File: src/otsr_cfg.svh
// otsr_cfg.svh: offsets, field positions and reset values of the
// oscillator trim and analog status register bank.
// assumes: included by bare name; definitions only.
`ifndef OTSR_CFG_SVH
`define OTSR_CFG_SVH

// register addresses as seen on the register port
`define OTSR_LF_RC_OFS     32'h5000_0020
`define OTSR_LF_XO_OFS     32'h5000_0022
`define OTSR_HF_RC_OFS     32'h5000_0024
`define OTSR_SLOW_RC_OFS   32'h5000_0026
`define OTSR_REF_OFS       32'h5000_0028
`define OTSR_STATUS_OFS    32'h5000_002a

// low-frequency rc oscillator control
`define OTSR_LFRC_TRIM_MSB 4
`define OTSR_LFRC_TRIM_LSB 1
`define OTSR_LFRC_OFF_BIT  0
`define OTSR_LFRC_TRIM_RST 4'h7
`define OTSR_LFRC_OFF_RST  1'h0

// low-frequency crystal oscillator control
`define OTSR_LFXO_AMP_BIT  7
`define OTSR_LFXO_CUR_MSB  6
`define OTSR_LFXO_CUR_LSB  3
`define OTSR_LFXO_RES_MSB  2
`define OTSR_LFXO_RES_LSB  1
`define OTSR_LFXO_ON_BIT   0
`define OTSR_LFXO_AMP_RST  1'h0
`define OTSR_LFXO_CUR_RST  4'h5
`define OTSR_LFXO_RES_RST  2'h3
`define OTSR_LFXO_ON_RST   1'h0

// high-frequency rc oscillator control
`define OTSR_HFRC_CAP_MSB  10
`define OTSR_HFRC_CAP_LSB  7
`define OTSR_HFRC_RNG_MSB  6
`define OTSR_HFRC_RNG_LSB  5
`define OTSR_HFRC_BIAS_MSB 4
`define OTSR_HFRC_BIAS_LSB 1
`define OTSR_HFRC_OFF_BIT  0
`define OTSR_HFRC_CAP_RST  4'hf
`define OTSR_HFRC_RNG_RST  2'h0
`define OTSR_HFRC_BIAS_RST 4'h7
`define OTSR_HFRC_OFF_RST  1'h0
`define OTSR_HFRC_RNG_TOP  2'h2

// slow rc oscillator control
`define OTSR_SRC_BIAS_MSB  11
`define OTSR_SRC_BIAS_LSB  8
`define OTSR_SRC_C0_BIT    7
`define OTSR_SRC_CAP_MSB   6
`define OTSR_SRC_CAP_LSB   2
`define OTSR_SRC_RES_BIT   1
`define OTSR_SRC_ON_BIT    0
`define OTSR_SRC_BIAS_RST  4'ha
`define OTSR_SRC_C0_RST    1'h1
`define OTSR_SRC_CAP_RST   5'h1f
`define OTSR_SRC_RES_RST   1'h0
`define OTSR_SRC_ON_RST    1'h0

// reference trim
`define OTSR_REF_CUR_MSB   9
`define OTSR_REF_CUR_LSB   5
`define OTSR_REF_VOLT_MSB  4
`define OTSR_REF_VOLT_LSB  0
`define OTSR_REF_CUR_RST   5'h00
`define OTSR_REF_VOLT_RST  5'h00

// analog health status bit positions
`define OTSR_ST_WAKE_BIT   12
`define OTSR_ST_CONV_BIT   10
`define OTSR_ST_XOREG_BIT  9
`define OTSR_ST_BOOST_BIT  8
`define OTSR_ST_VBH_BIT    7
`define OTSR_ST_VBL_BIT    6
`define OTSR_ST_REF_BIT    5
`define OTSR_ST_HBELOW_BIT 4
`define OTSR_ST_HABOVE_BIT 3
`define OTSR_ST_DCDC_BIT   2
`define OTSR_ST_LOWREG_BIT 1
`define OTSR_ST_CORE_BIT   0

`endif

File: src/otsr_pkg.sv
// otsr_pkg.sv: types of the oscillator trim and analog status bank.
// assumes: field widths match the positions in otsr_cfg.svh.
package otsr_pkg;

  typedef struct packed {
    logic [3:0] lf_rc_trim;
    logic       lf_rc_off;
  } otsr_lf_rc_t;

  typedef struct packed {
    logic       lf_xo_amp_reg_off;
    logic [3:0] lf_xo_bias_current;
    logic [1:0] lf_xo_bias_resistor;
    logic       lf_xo_on;
  } otsr_lf_xo_t;

  typedef struct packed {
    logic [3:0] hf_rc_cap_adjust;
    logic [1:0] hf_rc_coarse_range;
    logic [3:0] hf_rc_bias;
    logic       hf_rc_off;
  } otsr_hf_rc_t;

  typedef struct packed {
    logic [3:0] slow_rc_bias;
    logic       slow_rc_unit_cap;
    logic [4:0] slow_rc_cap_adjust;
    logic       slow_rc_res_select;
    logic       slow_rc_on;
  } otsr_slow_rc_t;

  typedef struct packed {
    logic [4:0] ref_current_trim;
    logic [4:0] ref_voltage_trim;
  } otsr_ref_t;

  // all software-held settings, also the analog control bundle
  typedef struct packed {
    otsr_lf_rc_t   lf_rc;
    otsr_lf_xo_t   lf_xo;
    otsr_hf_rc_t   hf_rc;
    otsr_slow_rc_t slow_rc;
    otsr_ref_t     refc;
  } otsr_ctrl_t;

  // raw health levels from the analog domain
  typedef struct packed {
    logic wake_tree_level;
    logic conv_reg_good;
    logic xo_reg_good;
    logic boost_detected;
    logic vbat_high_good;
    logic vbat_low_good;
    logic ref_good;
    logic vbat_high_below;
    logic vbat_high_above;
    logic converter_good;
    logic low_reg_good;
    logic core_reg_good;
  } otsr_status_t;

  // register selected by an address
  typedef enum logic [2:0] {
    OTSR_SEL_NONE,
    OTSR_SEL_LF_RC,
    OTSR_SEL_LF_XO,
    OTSR_SEL_HF_RC,
    OTSR_SEL_SLOW_RC,
    OTSR_SEL_REF,
    OTSR_SEL_STATUS
  } otsr_sel_t;

endpackage

File: src/otsr_regs.sv
// otsr_regs.sv: oscillator trim registers and analog health status,
// reached over a plain address / strobe register port.
// assumes: one clock, synchronous inputs on the bus side, status
// levels from the analog side may change at any time.
`timescale 1ns/1ps
`default_nettype none

`include "otsr_cfg.svh"

module otsr_regs (
  // clock, reset, enable
  input  wire logic                  mclk,
  input  wire logic                  rst_n,
  input  wire logic                  ce,
  // register port
  input  wire logic [31:0]           addr,
  input  wire logic [15:0]           wdata,
  input  wire logic                  wr_stb,
  input  wire logic                  rd_stb,
  output logic      [15:0]           rdata,
  // power state
  input  wire logic                  sleep_active,
  output logic                       sleep_blocked,
  // analog controls and status
  output otsr_pkg::otsr_ctrl_t       ana_ctrl,
  input  wire otsr_pkg::otsr_status_t ana_status
);

  localparam int STW = $bits(otsr_pkg::otsr_status_t);

  // stored settings and their next values
  otsr_pkg::otsr_ctrl_t   ctrl_q;
  otsr_pkg::otsr_ctrl_t   ctrl_d;
  // analog control drive
  otsr_pkg::otsr_ctrl_t   ana_q;
  otsr_pkg::otsr_ctrl_t   ana_d;
  logic                   blk_q;
  logic                   blk_d;
  // read path
  logic [15:0]            rdata_q;
  logic [15:0]            rdata_d;
  // synchronised status
  logic [STW-1:0]         st_sync;
  otsr_pkg::otsr_status_t st;
  otsr_pkg::otsr_sel_t    sel;

  // address decode, shared by write and read paths
  function automatic otsr_pkg::otsr_sel_t dec(input logic [31:0] a);
    otsr_pkg::otsr_sel_t s;
    s = otsr_pkg::OTSR_SEL_NONE;
    unique case (a)
      `OTSR_LF_RC_OFS:   s = otsr_pkg::OTSR_SEL_LF_RC;
      `OTSR_LF_XO_OFS:   s = otsr_pkg::OTSR_SEL_LF_XO;
      `OTSR_HF_RC_OFS:   s = otsr_pkg::OTSR_SEL_HF_RC;
      `OTSR_SLOW_RC_OFS: s = otsr_pkg::OTSR_SEL_SLOW_RC;
      `OTSR_REF_OFS:     s = otsr_pkg::OTSR_SEL_REF;
      `OTSR_STATUS_OFS:  s = otsr_pkg::OTSR_SEL_STATUS;
      default:           s = otsr_pkg::OTSR_SEL_NONE;
    endcase
    return s;
  endfunction

  // coarse range codes 2 and 3 give the same drive
  function automatic logic [1:0] range_fold(input logic [1:0] r);
    return (r > `OTSR_HFRC_RNG_TOP) ? `OTSR_HFRC_RNG_TOP : r;
  endfunction

  // current register selection
  assign sel = dec(addr);

  // two-flop crossing of every analog status level
  otsr_sync #(
    .W (STW)
  ) u_sync (
    .mclk    (mclk),
    .rst_n   (rst_n),
    .ce      (ce),
    .async_i (ana_status),
    .sync_o  (st_sync)
  );

  // synchronised levels seen as named flags
  assign st = otsr_pkg::otsr_status_t'(st_sync);

  // next values of the settings on a write
  always_comb begin
    ctrl_d = ctrl_q;
    if (wr_stb) begin
      unique case (sel)
        // lf rc trim and off
        otsr_pkg::OTSR_SEL_LF_RC: begin
          ctrl_d.lf_rc.lf_rc_trim =
            wdata[`OTSR_LFRC_TRIM_MSB:`OTSR_LFRC_TRIM_LSB];
          ctrl_d.lf_rc.lf_rc_off = wdata[`OTSR_LFRC_OFF_BIT];
        end

        // crystal amplitude, bias and enable
        otsr_pkg::OTSR_SEL_LF_XO: begin
          ctrl_d.lf_xo.lf_xo_amp_reg_off =
            wdata[`OTSR_LFXO_AMP_BIT];
          ctrl_d.lf_xo.lf_xo_bias_current =
            wdata[`OTSR_LFXO_CUR_MSB:`OTSR_LFXO_CUR_LSB];
          ctrl_d.lf_xo.lf_xo_bias_resistor =
            wdata[`OTSR_LFXO_RES_MSB:`OTSR_LFXO_RES_LSB];
          ctrl_d.lf_xo.lf_xo_on = wdata[`OTSR_LFXO_ON_BIT];
        end

        // hf rc capacitance, range, bias and off
        otsr_pkg::OTSR_SEL_HF_RC: begin
          ctrl_d.hf_rc.hf_rc_cap_adjust =
            wdata[`OTSR_HFRC_CAP_MSB:`OTSR_HFRC_CAP_LSB];
          ctrl_d.hf_rc.hf_rc_coarse_range =
            wdata[`OTSR_HFRC_RNG_MSB:`OTSR_HFRC_RNG_LSB];
          ctrl_d.hf_rc.hf_rc_bias =
            wdata[`OTSR_HFRC_BIAS_MSB:`OTSR_HFRC_BIAS_LSB];
          ctrl_d.hf_rc.hf_rc_off = wdata[`OTSR_HFRC_OFF_BIT];
        end

        // slow rc bias, capacitance, resistance, enable
        otsr_pkg::OTSR_SEL_SLOW_RC: begin
          ctrl_d.slow_rc.slow_rc_bias =
            wdata[`OTSR_SRC_BIAS_MSB:`OTSR_SRC_BIAS_LSB];
          ctrl_d.slow_rc.slow_rc_unit_cap =
            wdata[`OTSR_SRC_C0_BIT];
          ctrl_d.slow_rc.slow_rc_cap_adjust =
            wdata[`OTSR_SRC_CAP_MSB:`OTSR_SRC_CAP_LSB];
          ctrl_d.slow_rc.slow_rc_res_select =
            wdata[`OTSR_SRC_RES_BIT];
          ctrl_d.slow_rc.slow_rc_on = wdata[`OTSR_SRC_ON_BIT];
        end

        // reference current and voltage trims
        otsr_pkg::OTSR_SEL_REF: begin
          ctrl_d.refc.ref_current_trim =
            wdata[`OTSR_REF_CUR_MSB:`OTSR_REF_CUR_LSB];
          ctrl_d.refc.ref_voltage_trim =
            wdata[`OTSR_REF_VOLT_MSB:`OTSR_REF_VOLT_LSB];
        end

        // status and unmapped addresses take no write
        otsr_pkg::OTSR_SEL_STATUS: ctrl_d = ctrl_q;
        otsr_pkg::OTSR_SEL_NONE:   ctrl_d = ctrl_q;
      endcase
    end
  end

  // analog drive follows the next settings, so a write acts at once
  always_comb begin
    ana_d = ctrl_d;
    ana_d.hf_rc.hf_rc_coarse_range =
      range_fold(ctrl_d.hf_rc.hf_rc_coarse_range);
    // hardware switches the hf rc off for as long as sleep lasts
    ana_d.hf_rc.hf_rc_off = ctrl_d.hf_rc.hf_rc_off | sleep_active;
  end

  // lf rc off withholds permission to sleep
  always_comb begin
    blk_d = ctrl_d.lf_rc.lf_rc_off;
  end

  // read word for the addressed register, zero where reserved
  always_comb begin
    rdata_d = 16'h0000;
    if (rd_stb) begin
      unique case (sel)
        // lf rc word
        otsr_pkg::OTSR_SEL_LF_RC: begin
          rdata_d[`OTSR_LFRC_TRIM_MSB:`OTSR_LFRC_TRIM_LSB] =
            ctrl_q.lf_rc.lf_rc_trim;
          rdata_d[`OTSR_LFRC_OFF_BIT] = ctrl_q.lf_rc.lf_rc_off;
        end

        // crystal word, bits 15:8 reserved
        otsr_pkg::OTSR_SEL_LF_XO: begin
          rdata_d[`OTSR_LFXO_AMP_BIT] = ctrl_q.lf_xo.lf_xo_amp_reg_off;
          rdata_d[`OTSR_LFXO_CUR_MSB:`OTSR_LFXO_CUR_LSB] =
            ctrl_q.lf_xo.lf_xo_bias_current;
          rdata_d[`OTSR_LFXO_RES_MSB:`OTSR_LFXO_RES_LSB] =
            ctrl_q.lf_xo.lf_xo_bias_resistor;
          rdata_d[`OTSR_LFXO_ON_BIT] = ctrl_q.lf_xo.lf_xo_on;
        end

        // hf rc word
        otsr_pkg::OTSR_SEL_HF_RC: begin
          rdata_d[`OTSR_HFRC_CAP_MSB:`OTSR_HFRC_CAP_LSB] =
            ctrl_q.hf_rc.hf_rc_cap_adjust;
          rdata_d[`OTSR_HFRC_RNG_MSB:`OTSR_HFRC_RNG_LSB] =
            ctrl_q.hf_rc.hf_rc_coarse_range; // stored code, unfolded
          rdata_d[`OTSR_HFRC_BIAS_MSB:`OTSR_HFRC_BIAS_LSB] =
            ctrl_q.hf_rc.hf_rc_bias;
          rdata_d[`OTSR_HFRC_OFF_BIT] = ctrl_q.hf_rc.hf_rc_off;
        end

        // slow rc word
        otsr_pkg::OTSR_SEL_SLOW_RC: begin
          rdata_d[`OTSR_SRC_BIAS_MSB:`OTSR_SRC_BIAS_LSB] =
            ctrl_q.slow_rc.slow_rc_bias;
          rdata_d[`OTSR_SRC_C0_BIT] = ctrl_q.slow_rc.slow_rc_unit_cap;
          rdata_d[`OTSR_SRC_CAP_MSB:`OTSR_SRC_CAP_LSB] =
            ctrl_q.slow_rc.slow_rc_cap_adjust;
          rdata_d[`OTSR_SRC_RES_BIT] = ctrl_q.slow_rc.slow_rc_res_select;
          rdata_d[`OTSR_SRC_ON_BIT] = ctrl_q.slow_rc.slow_rc_on;
        end

        // reference word
        otsr_pkg::OTSR_SEL_REF: begin
          rdata_d[`OTSR_REF_CUR_MSB:`OTSR_REF_CUR_LSB] =
            ctrl_q.refc.ref_current_trim;
          rdata_d[`OTSR_REF_VOLT_MSB:`OTSR_REF_VOLT_LSB] =
            ctrl_q.refc.ref_voltage_trim;
        end

        // health levels after the synchroniser
        otsr_pkg::OTSR_SEL_STATUS: begin
          rdata_d[`OTSR_ST_WAKE_BIT] = st.wake_tree_level;
          rdata_d[`OTSR_ST_CONV_BIT] = st.conv_reg_good;
          rdata_d[`OTSR_ST_XOREG_BIT] = st.xo_reg_good;
          rdata_d[`OTSR_ST_BOOST_BIT] = st.boost_detected;
          rdata_d[`OTSR_ST_VBH_BIT] = st.vbat_high_good;
          rdata_d[`OTSR_ST_VBL_BIT] = st.vbat_low_good;
          rdata_d[`OTSR_ST_REF_BIT] = st.ref_good;
          rdata_d[`OTSR_ST_HBELOW_BIT] = st.vbat_high_below;
          rdata_d[`OTSR_ST_HABOVE_BIT] = st.vbat_high_above;
          rdata_d[`OTSR_ST_DCDC_BIT] = st.converter_good;
          rdata_d[`OTSR_ST_LOWREG_BIT] = st.low_reg_good;
          rdata_d[`OTSR_ST_CORE_BIT] = st.core_reg_good;
        end

        // unmapped addresses read as zero
        otsr_pkg::OTSR_SEL_NONE: rdata_d = 16'h0000;
      endcase
    end
  end

  // register the stored settings
  always_ff @(posedge mclk) begin
    if (!rst_n) begin
      // low-frequency rc
      ctrl_q.lf_rc.lf_rc_trim           <= `OTSR_LFRC_TRIM_RST;
      ctrl_q.lf_rc.lf_rc_off            <= `OTSR_LFRC_OFF_RST;

      // low-frequency crystal
      ctrl_q.lf_xo.lf_xo_amp_reg_off    <= `OTSR_LFXO_AMP_RST;
      ctrl_q.lf_xo.lf_xo_bias_current   <= `OTSR_LFXO_CUR_RST;
      ctrl_q.lf_xo.lf_xo_bias_resistor  <= `OTSR_LFXO_RES_RST;
      ctrl_q.lf_xo.lf_xo_on             <= `OTSR_LFXO_ON_RST;

      // high-frequency rc
      ctrl_q.hf_rc.hf_rc_cap_adjust     <= `OTSR_HFRC_CAP_RST;
      ctrl_q.hf_rc.hf_rc_coarse_range   <= `OTSR_HFRC_RNG_RST;
      ctrl_q.hf_rc.hf_rc_bias           <= `OTSR_HFRC_BIAS_RST;
      ctrl_q.hf_rc.hf_rc_off            <= `OTSR_HFRC_OFF_RST;

      // slow rc
      ctrl_q.slow_rc.slow_rc_bias       <= `OTSR_SRC_BIAS_RST;
      ctrl_q.slow_rc.slow_rc_unit_cap   <= `OTSR_SRC_C0_RST;
      ctrl_q.slow_rc.slow_rc_cap_adjust <= `OTSR_SRC_CAP_RST;
      ctrl_q.slow_rc.slow_rc_res_select <= `OTSR_SRC_RES_RST;
      ctrl_q.slow_rc.slow_rc_on         <= `OTSR_SRC_ON_RST;

      // reference
      ctrl_q.refc.ref_current_trim      <= `OTSR_REF_CUR_RST;
      ctrl_q.refc.ref_voltage_trim      <= `OTSR_REF_VOLT_RST;
    end else if (ce) begin
      ctrl_q <= ctrl_d;
    end
  end

  // register the analog drive, from the same defaults
  always_ff @(posedge mclk) begin
    if (!rst_n) begin
      // low-frequency rc
      ana_q.lf_rc.lf_rc_trim            <= `OTSR_LFRC_TRIM_RST;
      ana_q.lf_rc.lf_rc_off             <= `OTSR_LFRC_OFF_RST;

      // low-frequency crystal
      ana_q.lf_xo.lf_xo_amp_reg_off     <= `OTSR_LFXO_AMP_RST;
      ana_q.lf_xo.lf_xo_bias_current    <= `OTSR_LFXO_CUR_RST;
      ana_q.lf_xo.lf_xo_bias_resistor   <= `OTSR_LFXO_RES_RST;
      ana_q.lf_xo.lf_xo_on              <= `OTSR_LFXO_ON_RST;

      // high-frequency rc
      ana_q.hf_rc.hf_rc_cap_adjust      <= `OTSR_HFRC_CAP_RST;
      ana_q.hf_rc.hf_rc_coarse_range    <= `OTSR_HFRC_RNG_RST;
      ana_q.hf_rc.hf_rc_bias            <= `OTSR_HFRC_BIAS_RST;
      ana_q.hf_rc.hf_rc_off             <= `OTSR_HFRC_OFF_RST;

      // slow rc
      ana_q.slow_rc.slow_rc_bias        <= `OTSR_SRC_BIAS_RST;
      ana_q.slow_rc.slow_rc_unit_cap    <= `OTSR_SRC_C0_RST;
      ana_q.slow_rc.slow_rc_cap_adjust  <= `OTSR_SRC_CAP_RST;
      ana_q.slow_rc.slow_rc_res_select  <= `OTSR_SRC_RES_RST;
      ana_q.slow_rc.slow_rc_on          <= `OTSR_SRC_ON_RST;

      // reference
      ana_q.refc.ref_current_trim       <= `OTSR_REF_CUR_RST;
      ana_q.refc.ref_voltage_trim       <= `OTSR_REF_VOLT_RST;
    end else if (ce) begin
      ana_q <= ana_d;
    end
  end

  // register the sleep permission
  always_ff @(posedge mclk) begin
    if (!rst_n) begin
      blk_q <= `OTSR_LFRC_OFF_RST;
    end else if (ce) begin
      blk_q <= blk_d;
    end
  end

  // register read data, zero outside the answer cycle
  always_ff @(posedge mclk) begin
    if (!rst_n) begin
      rdata_q <= 16'h0000;
    end else if (ce) begin
      rdata_q <= rdata_d;
    end
  end

  // outputs straight from flops
  assign ana_ctrl      = ana_q;
  assign sleep_blocked = blk_q;
  assign rdata         = rdata_q;

endmodule

`default_nettype wire

File: src/otsr_sync.sv
// otsr_sync.sv: two-flop synchroniser for a vector of levels.
// assumes: each bit is an independent level; clock enable freezes it.
`timescale 1ns/1ps
`default_nettype none

module otsr_sync #(
  parameter int W = 12
) (
  // clock and control
  input  wire logic         mclk,
  input  wire logic         rst_n,
  input  wire logic         ce,
  // levels
  input  wire logic [W-1:0] async_i,
  output logic      [W-1:0] sync_o
);

  logic [W-1:0] meta_q;
  logic [W-1:0] meta_d;
  logic [W-1:0] sync_q;
  logic [W-1:0] sync_d;

  // each bit passes through its own pair of flops
  genvar i;
  generate
    for (i = 0; i < W; i++) begin : g_bit
      always_comb begin
        meta_d[i] = async_i[i];
        sync_d[i] = meta_q[i]; // only the second stage reads the first
      end
    end
  endgenerate

  // register both stages
  always_ff @(posedge mclk) begin
    if (!rst_n) begin
      meta_q <= '0;
      sync_q <= '0;
    end else if (ce) begin
      meta_q <= meta_d;
      sync_q <= sync_d;
    end
  end

  assign sync_o = sync_q;

endmodule

`default_nettype wire

File: config.mk
export PLATFORM = sky130hd
export DESIGN_NAME = otsr_regs
export DESIGN_NICKNAME = d
export VERILOG_FILES = /design/src/otsr_pkg.sv /design/src/otsr_regs.sv /design/src/otsr_sync.sv
export VERILOG_INCLUDE_DIRS = /design/src
export SDC_FILE = /design/constraint.sdc
export NUM_CORES = 1
export LEC_CHECK = 0
export ABC_AREA = 1
export BUFFER_PORTS_ARGS = -buffer_cell sky130_fd_sc_hd__buf_2
export CAP_MARGIN = 0
export CORE_ASPECT_RATIO = 0.6
export CORE_MARGIN = 2
export CORE_UTILIZATION = 40
export CTS_CLUSTER_SIZE = 25
export DETAILED_ROUTE_END_ITERATION = 12
export PLACE_DENSITY = 0.66
export SLEW_MARGIN = 20
export SYNTH_ARGS = -nofsm -noshare
export SYNTH_HDL_FRONTEND = slang
export SYNTH_SLANG_ARGS = --single-unit
File: constraint.sdc
create_clock -name mclk -period 1.54 [get_ports mclk]
set_input_delay 0.154 -clock mclk [delete_from_list [all_inputs] [get_ports mclk]]
set_output_delay 0.154 -clock mclk [all_outputs]
set_load 0.005 [all_outputs]
==> summary.md, run 1 <==
| Metric | Value |
|---|---|
| # DRC | `0` |
| Floorplan row count | `29` |
| Worst-margin pin slew | `0.7286 ns` |
| CTS tree | `yes` |
| Post-route ant nets | `0` |
| Worst setup EP type | `register` |
| CTS Sinks | `85` |
| # IOs | `~130` |
| Setup TNS | `0 ns` |
| Dpl hpwl | `~9500 µm` |
| Register area share after synthesis | `40.21%` |
| Initial Util | `40.49%` |
| Clock skew | `around 0.0072 ns` |
| R2r setup slk | `0.45 ns` |
| Worst hold-check path type | `in2reg` |
| Pre-antenna DRT Iters | `5` |
| 1st-iter DRT viols | `between 200 and 300` |
| Vias in the first global route | `approximately 3700` |
| Post-CTS setup buffer count | `0` |
| Nets | `~740` |
| Global-route wire length before repair | `18910 µm` |
| VDD IR max | `594.3 µV` |
| Hold-fix buffers, CTS | `0` |
| Drt wl/cell | `approximately 15 µm` |
| Clock Path Buffers | `2` |
| Setup ws final | `just over 0.2 ns` |
| Max-slew headroom | `between 50% and 60%` |
| Crit-path most repeated cell | `nand2_1` |
| RSZ-0062 raised after global routing | `false` |
| Beginning of the worst hold path | `ana_status[11]` |
| Crit-path slowest cell | `nor3_2` |
| CTS buffer count | `9` |
| GRT met2 Usage | `between 30 and 40%` |
| Clk pwr share | `43.0%` |
| Psw | `approximately 1.1 mW` |
| Crit path cell chain | `buf_2 -> inv_1 -> nand2_1 -> nor2_2 -> nand2_1 -> nor3_2 -> nand3_1 -> buf_4 -> nand2_1 -> o211ai_1` |
| PwrDens | `877.8 nW/µm²` |
| Min-Delay Endpoint | `u_sync.meta_q[11]$_SDFFE_PN0P_` |
| Core area | `10450 µm²` |
| Status | `completed` |
| Worst R2R Start | `ana_ctrl[6]$_SDFFE_PN0P_` |
| Seq pwr share | `50.0%` |
| Port buffer count | `121` |
| Ant diodes | `0` |
| CP Max Fanout | `6` |
| Leak | `between 2 and 3 nW` |
| Post-CTS sizing | `0` |
| Detailed Route WL | `12240 µm` |
| Cell area after synthesis | `4232 µm²` |
| Worst reg2reg path endpoint | `rdata[6]$_SDFFE_PN0P_` |
| Data required time of the worst path | `1.75 ns` |
| Die X | `136.8 µm` |
| CP max stage delay | `between 0.2 and 0.3 ns` |
| Share of cells above drive strength 1 | `between 30% and 40%` |
| Hold Path Depth | `3` |
| Yosys warnings | `0` |
| CTS H-tree lvls | `3` |
| Area growth from synthesis to layout | `22.03%` |
| Root Driver | `clkbuf_16` |
| Cells on worst reg2reg path | `4` |
| Startpoint types | `input port` |
| Int Pwr | `3.444 mW` |
| Synth Register Bits | `85` |
| Chip height | `83.67 µm` |
| Slew Viols, Final | `0` |
| Number of max-cap violations | `0` |
| Busiest grt layer | `met2` |
| Later-pin clock latency in the skew report | `0.34 ns` |
| GRT Overall Usage | `a little over a fifth` |
| Endpoints failing hold | `0` |
| Setup WS pre-CTS | `-0.1326 ns` |
| GP Congestion | `about 0.9` |
| Clock Pin Slew Worst Setup and Hold Paths | `0.06 ns` |
| Min cycle time layout | `1.335 ns` |
| Unique masters post-synth | `31` |
| Via count | `4082` |
| Cells after synthesis | `574` |
| Met3 usage | `6.193%` |
| Max Clk Rate | `748.9 MHz` |
| Die area | `about 11000 µm²` |
| Mean area per synthesized cell | `7.372 µm²` |
| Largest net degree at the start of global routing | `37` |
| Logic pwr share | `7.0%` |
| Sw frac | `about a quarter` |
| Final setup fails | `0` |
| Global route total overflow | `0` |
| WP data arrival | `around 1.5 ns` |
| Routed vias/inst | `4.972` |
| Critical path class | `in2reg` |
| Final period utilization | `86.71%` |
| Met1 Use GR | `approximately 30%` |
| Initial antenna violation count | `0` |
[stage by stage]
stage / util [%] / cells / area (µm²) / power (mW) / hold slack, ns
3_3_place_gp: 46.91 / 806 / 4902 / 2.620 / 0.3671
5_1_grt: 49.41 / 821 / 5164 / 4.708 / 0.04553
3_5_place_dp: 46.91 / 806 / 4902 / 2.631 / 0.3864
4_1_cts: 49.39 / 821 / 5161 / 4.575 / 0.03301
6_report: 49.41 / 821 / 5164 / 4.532 / 0.03384
2_1_floorplan: - / 576 / 4239 / 2.472 / 0.2803
[cell families after synthesis]
logic type	count (synthesis)	synth area share, %
and+or+nand+nor	279	29.95
DFF	85	40.21
other	1	0.08862
AOI/OAI and AO/OA	92	14.46
buffers and inverters	117	15.29
[state kept, by name (all words and copies together) (netlist names)]
| signal | cells |
|---|---|
| ana_ctrl | 44 |
| rdata | 13 |
| u_sync.meta_q | 12 |
| u_sync.sync_o | 12 |
| ctrl_q | 3 |
| sleep_blocked | 1 |
[worst max-delay path, delay by kind of cell]
kind / cells / cell delay [ns]
AO/OA/AOI/OAI: 1 / 0.08
buffers and inverters: 3 / 0.38
AND/OR/NAND/NOR: 6 / 0.91
[cell usage in the layout (no fill, tap or decap), drive strengths merged]
cell type    n
clkinvlp     1
o211ai      21
nor3         4
clkinv       4
inv         44
a211oi      19
nor2       111
nand3       49
o21ai       31
nand2      108
clkbuf      11
buf        163
a21oi       20
dfxtp       85
a31oi        1
nand4        6
nor4         1
conb         3
[Yosys cell counts, drive strengths merged]
master | number | area [µm²]
a211oi | 19 | 157.7
a21oi | 20 | 100.1
a31oi | 1 | 6.260
buf | 59 | 429.2
clkbuf | 13 | 48.80
clkinv | 1 | 3.750
conb | 1 | 3.750
dfxtp | 85 | 1702
inv | 44 | 165.2
nand2 | 108 | 430.4
nand3 | 49 | 257.8
nand4 | 6 | 52.55
nor2 | 111 | 484.2
nor3 | 4 | 30.03
nor4 | 1 | 12.51
o211ai | 21 | 192.7
o21ai | 31 | 155.2
[final cells by class]
type	count	area, µm²
inverter	45	168.9
multi-input combinational	374	1902
sequential	85	1702
clock buffer	11	232.7
clock inverter	4	26.28
timing repair buffer	163	958.4
fill	1074	5286
tap	139	173.9
[worst max-delay path by stage]
| stage | startpoint | to |
|---|---|---|
| after floorplan | addr[13] | ana_ctrl[30]$_SDFFE_PN1P_ |
| after global placement | addr[16] | rdata[6]$_SDFFE_PN0P_ |
| after detailed placement | addr[7] | ana_ctrl[8]$_SDFFE_PN0P_ |
| after CTS | addr[7] | ana_ctrl[8]$_SDFFE_PN0P_ |
| after global routing | addr[7] | ana_ctrl[43]$_SDFFE_PN1P_ |
| final | addr[7] | ana_ctrl[42]$_SDFFE_PN1P_ |
[power groups by stage]
stage                     Sequential (mW)  Clock [mW]  Combinational (mW)
after floorplan                      2.31           0               0.166
after detailed placement             2.31           0               0.317
final                                2.27        1.95               0.316
after CTS                            2.27        1.99               0.318
after global routing                 2.27        2.09               0.351
after global placement               2.31           0               0.307
[metal layers]
metal	vias to the layer above	part of all wire, %
li1	2035	-
met1	1876	48
met2	157	42
met3	14	8.7
met4	0	1.2
met5	-	0
Power figures use the tool's default switching activity.
==> run 2, diff against run 1 <==
--- a/config.mk
+++ b/config.mk
@@ -14,7 +14,7 @@
 export CORE_UTILIZATION = 40
 export CTS_CLUSTER_SIZE = 25
 export DETAILED_ROUTE_END_ITERATION = 12
-export PLACE_DENSITY = 0.66
+export PLACE_DENSITY = 0.67
 export SLEW_MARGIN = 20
 export SYNTH_ARGS = -nofsm -noshare
 export SYNTH_HDL_FRONTEND = slang
==> run 2 against run 1 <==
Cell count down 0.37%. Clock-buffer cell count is 1 lower. First-iteration DRC count is 44% lower. Flip-flop and latch count stayed put. Routed wire length down 0.29%. Setup slack improved by 0.0014 ns. Non-clock buffer count down 3. Critical path type unchanged.
==> summary.md, run 2 (synthesized netlist as in run 1, its figures left out) <==
| Metric | Value |
|---|---|
| Status | `completed` |
| Die area | `around 11000 µm²` |
| Via count | `3980` |
| Core area | `10450 µm²` |
| CP max stage delay | `0.17 ns` |
| Routed vias/inst | `between 4 and 5` |
| Slew Viols, Final | `0` |
| GP Congestion | `0.8965` |
| Worst reg2reg path endpoint | `rdata[0]$_SDFFE_PN0P_` |
| PwrDens | `about 900 nW/µm²` |
| WP data arrival | `1.59 ns` |
| Leak | `2.556 nW` |
| Root Driver | `clkbuf_16` |
| Most frequent cells in the layout | `buf_2, nand2_1, nor2_1` |
| CTS buffer count | `9` |
| CTS H-tree lvls | `3` |
| Clock Pin Slew Worst Setup and Hold Paths | `0.06 ns` |
| Nets | `741` |
| Setup ws final | `0.2062 ns` |
| Design area | `5196 µm²` |
| # DRC | `0` |
| Crit path max-delay family | `simple AND/OR/NAND/NOR gates` |
| RSZ-0062 raised after global routing | `false` |
| Initial antenna violation count | `0` |
| Ant diodes | `0` |
| Drt wl/cell | `14.92 µm` |
| Min-Delay Endpoint | `ana_ctrl[21]$_SDFFE_PN1P_` |
| Largest net degree at the start of global routing | `37` |
| Min cycle time layout | `1.334 ns` |
| Post-route ant nets | `0` |
| Dpl hpwl | `9500 µm` |
| Endpoints failing hold | `0` |
| Max Clk Rate | `749.7 MHz` |
| Cells on worst reg2reg path | `6` |
| 1st-iter DRT viols | `between 150 and 200` |
| Share of cells above drive strength 1 | `~32%` |
| Commonest non-fill, non-tap cell in the layout | `buf_2` |
| R2r setup slk | `0.53 ns` |
| Die X | `136.8 µm` |
| Critical path class | `in2reg` |
| Hold-fix buffers, CTS | `0` |
| Beginning of the worst hold path | `wdata[11]` |
| Worst-margin pin slew | `roughly 0.69 ns` |
| Area growth from synthesis to layout | `22.80%` |
| Hold Path Depth | `3` |
| Setup WS pre-CTS | `-0.2111 ns` |
| Crit-path most repeated cell | `nor2_1` |
| Max reg flops | `44` |
| DP Area | `4872 µm²` |
| Number of max-cap violations | `0` |
| Worst setup EP type | `register` |
| Data required time of the worst path | `1.80 ns` |
| Clock skew | `0.007391 ns` |
| VDD IR max | `roughly 500 µV` |
| Global route total overflow | `0` |
| Crit path cell chain | `buf_2 -> nor2_1 -> nand2_1 -> nor2_1 -> nand2_2 -> buf_12 -> nor2_4 -> nand2_2 -> nor2_8 -> buf_12 -> nor2_1 -> a211oi_1` |
| Later-pin clock latency in the skew report | `between 0.3 and 0.4 ns` |
| CP Max Fanout | `8` |
| Worst hold slack | `0.01223 ns` |
| Max-slew headroom | `between 50% and 60%` |
| Worst R2R Start | `ctrl_q[22]$_SDFFE_PN0P_` |
| Global-route wire length before repair | `between 15000 and 20000 µm` |
| Port buffer count | `121` |
| Clock Path Buffers | `2` |
| Vias in the first global route | `3783` |
| Initial Util | `about two fifths` |
| GRT Overall Usage | `21.73%` |
| CP Buf/Inv Count | `3` |
| Detailed Route WL | `12200 µm` |
| CTS Sinks | `85` |
| Startpoint types | `input port` |
| Chip height | `83.67 µm` |
| Worst hold-check path type | `in2reg` |
| # IOs | `129` |
| Crit-path slowest cell | `buf_12` |
| Floorplan row count | `29` |
| Final period utilization | `between 80 and 90%` |
| Pre-antenna DRT Iters | `4` |
| CTS tree | `yes` |
| Final setup fails | `0` |
==> run 2: how the worst max path moves through the flow <==
| stage | end | slack (ns) | from | depth (start not counted) |
|---|---|---|---|---|
| 2_1_floorplan | ana_ctrl[30]$_SDFFE_PN1P_ | 0.13 | addr[13] | 9 |
| 3_3_place_gp | rdata[8]$_SDFFE_PN0P_ | -0.24 | addr[16] | 12 |
| 4_1_cts | rdata[8]$_SDFFE_PN0P_ | 0.13 | addr[16] | 12 |
| 5_1_grt | rdata[1]$_SDFFE_PN0P_ | 0.02 | addr[16] | 14 |
| 3_5_place_dp | rdata[8]$_SDFFE_PN0P_ | -0.21 | addr[16] | 12 |
| 6_report | ana_ctrl[37]$_SDFFE_PN0P_ | 0.21 | addr[16] | 12 |
==> run 2: area by class of cell <==
| type | count | area [µm²] |
|---|---|---|
| tap | 139 | 173.9 |
| sequential | 85 | 1702 |
| clock inverter | 5 | 60.06 |
| multi-input combinational | 374 | 1904 |
| fill | 1052 | 5254 |
| inverter | 45 | 168.9 |
| timing repair buffer | 160 | 948.4 |
| clock buffer | 10 | 239.0 |
==> run 2: power by group <==
part	internal (mW)	switching, mW
Sequential	2.24	0.0237
Combinational	0.121	0.192
Clock	1.30	0.900
==> run 2: worst reg2reg max path, cell delays in order (launching register included) <==
cell	delay (ns)
dfxtp_1	0.35
nand3_1	0.10
nand2_1	0.07
nor2_1	0.16
nand2_1	0.07
nand3_1	0.07
a21oi_1	0.06
==> run 2: per-stage QoR <==
step / TNS [ns] / util (%) / total power [mW] / instances
after floorplan: 0 / - / 2.472 / 576
after global placement: -2.933 / 46.62 / 2.619 / 802
after detailed placement: -3.751 / 46.62 / 2.628 / 802
after CTS: 0 / 49.49 / 4.809 / 817
after global routing: 0 / 49.72 / 4.945 / 818
final: 0 / 49.72 / 4.777 / 818
==> run 2: metal layers <==
layer,global-route usage (%),part of all wire (%),vias up
met5,0,0,-
met4,6.092,1.3,0
met3,7.165,9.0,14
met2,32.32,41,149
met1,30.05,49,1792
li1,-,-,2025
==> run 2: timing repair <==
action / CTS / global route
buffers inserted: 0 / 1
gates resized for setup: 0 / 1
endpoints found under the setup margin: 0 / 3
==> run 3, diff against run 2 <==
--- a/config.mk
+++ b/config.mk
@@ -6,7 +6,6 @@
 export SDC_FILE = /design/constraint.sdc
 export NUM_CORES = 1
 export LEC_CHECK = 0
-export ABC_AREA = 1
 export BUFFER_PORTS_ARGS = -buffer_cell sky130_fd_sc_hd__buf_2
 export CAP_MARGIN = 0
 export CORE_ASPECT_RATIO = 0.6
@@ -14,7 +13,8 @@
 export CORE_UTILIZATION = 40
 export CTS_CLUSTER_SIZE = 25
 export DETAILED_ROUTE_END_ITERATION = 12
-export PLACE_DENSITY = 0.67
+export GPL_TIMING_DRIVEN = 0
+export PLACE_DENSITY = 0.66
 export SLEW_MARGIN = 20
 export SYNTH_ARGS = -nofsm -noshare
 export SYNTH_HDL_FRONTEND = slang
==> run 3 against run 2 <==
Combinational power is 33% higher. Clock power is 3% higher. Total power is 3.2% higher. Via count is 7.6% lower. Sequential share of layout area is 1.9 points lower. Die area is 2.2% higher. Setup slack worse by 0.14 ns. Critical path type unchanged. Critical endpoint is now ana_ctrl[12]$_SDFFE_PN1P_.
==> summary.md, run 3 <==
| Metric | Value |
|---|---|
| Status | `completed` |
| Min cycle time layout | `1.473 ns` |
| Root Driver | `clkbuf_16` |
| DP Area | `5087 µm²` |
| WL met3 | `1037 µm` |
| Startpoint types | `input port` |
| Worst setup EP type | `register` |
| Synth Register Bits | `85` |
| Global route total overflow | `0` |
| GP Congestion | `just under 0.9` |
| Routed vias/inst | `between 5 and 6` |
| RSZ-0062 raised after global routing | `true` |
| Critical path class | `in2reg` |
| Initial Util | `around two fifths` |
| Dominant synthesized flop cell | `dfxtp_1` |
| Die area | `11700 µm²` |
| Reg area | `approximately 1700 µm²` |
| Hold-fix buffers, CTS | `0` |
| Synth cell count leaders | `dfxtp_1, mux2i_1, nor2b_1` |
| Share of cells above drive strength 1 | `38.97%` |
| Floorplan row count | `29` |
| Final setup fails | `0` |
| WP data arrival | `approximately 1.7 ns` |
| Detailed Route WL | `12230 µm` |
| VDD IR max | `704.5 µV` |
| Psw | `around 1.1 mW` |
| Cell area after synthesis | `4330 µm²` |
| Logic pwr share | `8.5%` |
| Most frequent cell after synthesis | `dfxtp_1` |
| Yosys top cell area share | `just under 40%` |
| Worst hold slack | `around 0.064 ns` |
| Slew Viols, Final | `0` |
| Largest area contributor in the netlist | `dfxtp_1` |
| Post-synth EDFFs | `0` |
| Worst-margin pin slew | `0.8513 ns` |
| Final period utilization | `95.63%` |
| Async SR Flop Fraction | `0%` |
| Seq pwr share | `45.6%` |
| Cells after synthesis | `445` |
| CTS buffer count | `9` |
| Mean area per synthesized cell | `between 9 and 10 µm²` |
| Data required time of the worst path | `1.76 ns` |
| Setup WS pre-CTS | `-0.5340 ns` |
| Leak | `2.413 nW` |
| Highest routed layer | `met4` |
| Core area | `10560 µm²` |
| CP Max Fanout | `10` |
| GRT Overall Usage | `20.77%` |
| Port buffer count | `115` |
| # DRC | `0` |
| CTS tree | `yes` |
| PwrDens | `roughly 900 nW/µm²` |
| Vias in the first global route | `3582` |
| Later-pin clock latency in the skew report | `0.35 ns` |
| Area growth from synthesis to layout | `27.56%` |
| Chip height | `84.60 µm` |
| Pre-antenna DRT Iters | `5` |
| Unique masters post-synth | `45` |
| Clock Pin Slew Worst Setup and Hold Paths | `roughly 0.060 ns` |
| Sw frac | `22.79%` |
| Via count | `3676` |
| Multi-input logic area | `2177 µm²` |
| Int Pwr | `roughly 3.8 mW` |
| Largest net degree at the start of global routing | `14` |
| Clock Path Buffers | `2` |
| Yosys warnings | `0` |
| CTS Sinks | `85` |
| Setup ws final | `0.06734 ns` |
| Most frequent cells in the layout | `buf_2, dfxtp_1, mux2i_1` |
| Metal-1 WL | `5860 µm` |
| Commonest non-fill, non-tap cell in the layout | `buf_2` |
| Synth area leaders | `dfxtp_1, mux2i_1, nor2b_1` |
| Post-route core utilization | `between 50% and 60%` |
| Initial antenna violation count | `0` |
| 1st-iter DRT viols | `245` |
| Worst hold-check path type | `in2reg` |
| Clock skew | `0.006334 ns` |
| Ant diodes | `0` |
| Number of max-cap violations | `0` |
| Drt wl/cell | `roughly 17 µm` |
| Register area share after synthesis | `between 30% and 40%` |
| Endpoints failing hold | `0` |
| Max reg flops | `44` |
| Nets | `646` |
| Setup TNS | `0 ns` |
| Dpl hpwl | `9457 µm` |
| Design area | `5524 µm²` |
| Fillers | `998` |
| Max Clk Rate | `679.0 MHz` |
| Max-slew headroom | `43.00%` |
| Clk pwr share | `between 40 and 50%` |
| Global-route wire length before repair | `18910 µm` |
| # IOs | `129` |
| Met2 routed WL | `5224 µm` |
| Die X | `138.3 µm` |
| Post-route ant nets | `0` |
| CTS H-tree lvls | `3` |
-- run 3: cell types whose count changed in the layout (fill, tap and decap cells not counted), sizes merged, moves of 17 or more --
cell / previous run / this run
inv: 45 / 2
o211ai: 21 / 0
nand3: 49 / 9
nand2: 108 / 48
o21ai: 31 / 12
mux2i: 0 / 70
buf: 160 / 185
a211oi: 19 / 0
nor2: 111 / 1
clkbuf: 10 / 28
a21oi: 20 / 3
nor2b: 0 / 61
-- run 3: final cells by class --
| class | count | share of cell area [%] |
|---|---|---|
| Clock buffer | 13 | 4.892 |
| Multi-Input combinational cell | 282 | 39.41 |
| Clock inverter | 3 | 0.7701 |
| Timing Repair Buffer | 122 | 11.66 |
| Tap cell | 139 | 3.148 |
| Sequential cell | 85 | 30.80 |
| Buffer | 78 | 9.173 |
| Inverter | 2 | 0.1359 |
-- run 3: what timing repair did --
action | 4_1_cts | 5_1_grt
buffers inserted | 5 | 2
gates resized for setup | 5 | 13
pin swaps | 3 | 2
setup endpoints to repair | 26 | 21
-- run 3: worst paths after layout --
path,startpoint,endpoint,slack (ns),cells after the start
setup / recovery,addr[24],ana_ctrl[12]$_SDFFE_PN1P_,0.07,7
hold / removal,wdata[10],ana_ctrl[20]$_SDFFE_PN0P_,0.06,3
setup reg to reg,ana_ctrl[26]$_SDFFE_PN0P_,rdata[4]$_SDFFE_PN0P_,0.24,4
hold reg to reg,rdata[3]$_SDFFE_PN0P_,rdata[3]$_SDFFE_PN0P_,0.46,2
-- run 3: per-layer routing --
metal  up-vias  global-route usage, %
li1       1784                      -
met1      1732                  29.47
met2       147                  31.10
met3        13                  5.819
met4         0                  5.659
met5         -                      0
-- run 3: cell families after synthesis --
group | after synthesis | synth area share (%)
compound gates | 45 | 7.541
buf+inv | 80 | 11.70
flops | 85 | 39.29
mux | 81 | 19.04
other cells | 1 | 0.08660
simple gates | 153 | 22.33
-- run 3: power groups by stage --
stage	Combinational (mW)	Clock [mW]	Sequential, mW
floorplan	0.238	0	2.29
global placement	0.390	0	2.30
detailed placement	0.400	0	2.30
CTS	0.411	2.29	2.25
global route	0.454	2.39	2.25
finish	0.417	2.26	2.25
-- run 3: stage by stage --
| stage | cells | total power, mW |
|---|---|---|
| after global placement | 701 | 2.687 |
| final | 724 | 4.929 |
| after floorplan | 447 | 2.530 |
| after CTS | 722 | 4.955 |
| after global routing | 724 | 5.095 |
| after detailed placement | 701 | 2.699 |
-- run 3: critical path: stages --
cell and delay, ns:
buf_2 0.11, nor4_4 0.35, nand4b_1 0.23, or3_1 0.38, buf_2 0.17, buf_6 0.17
mux2i_1 0.13
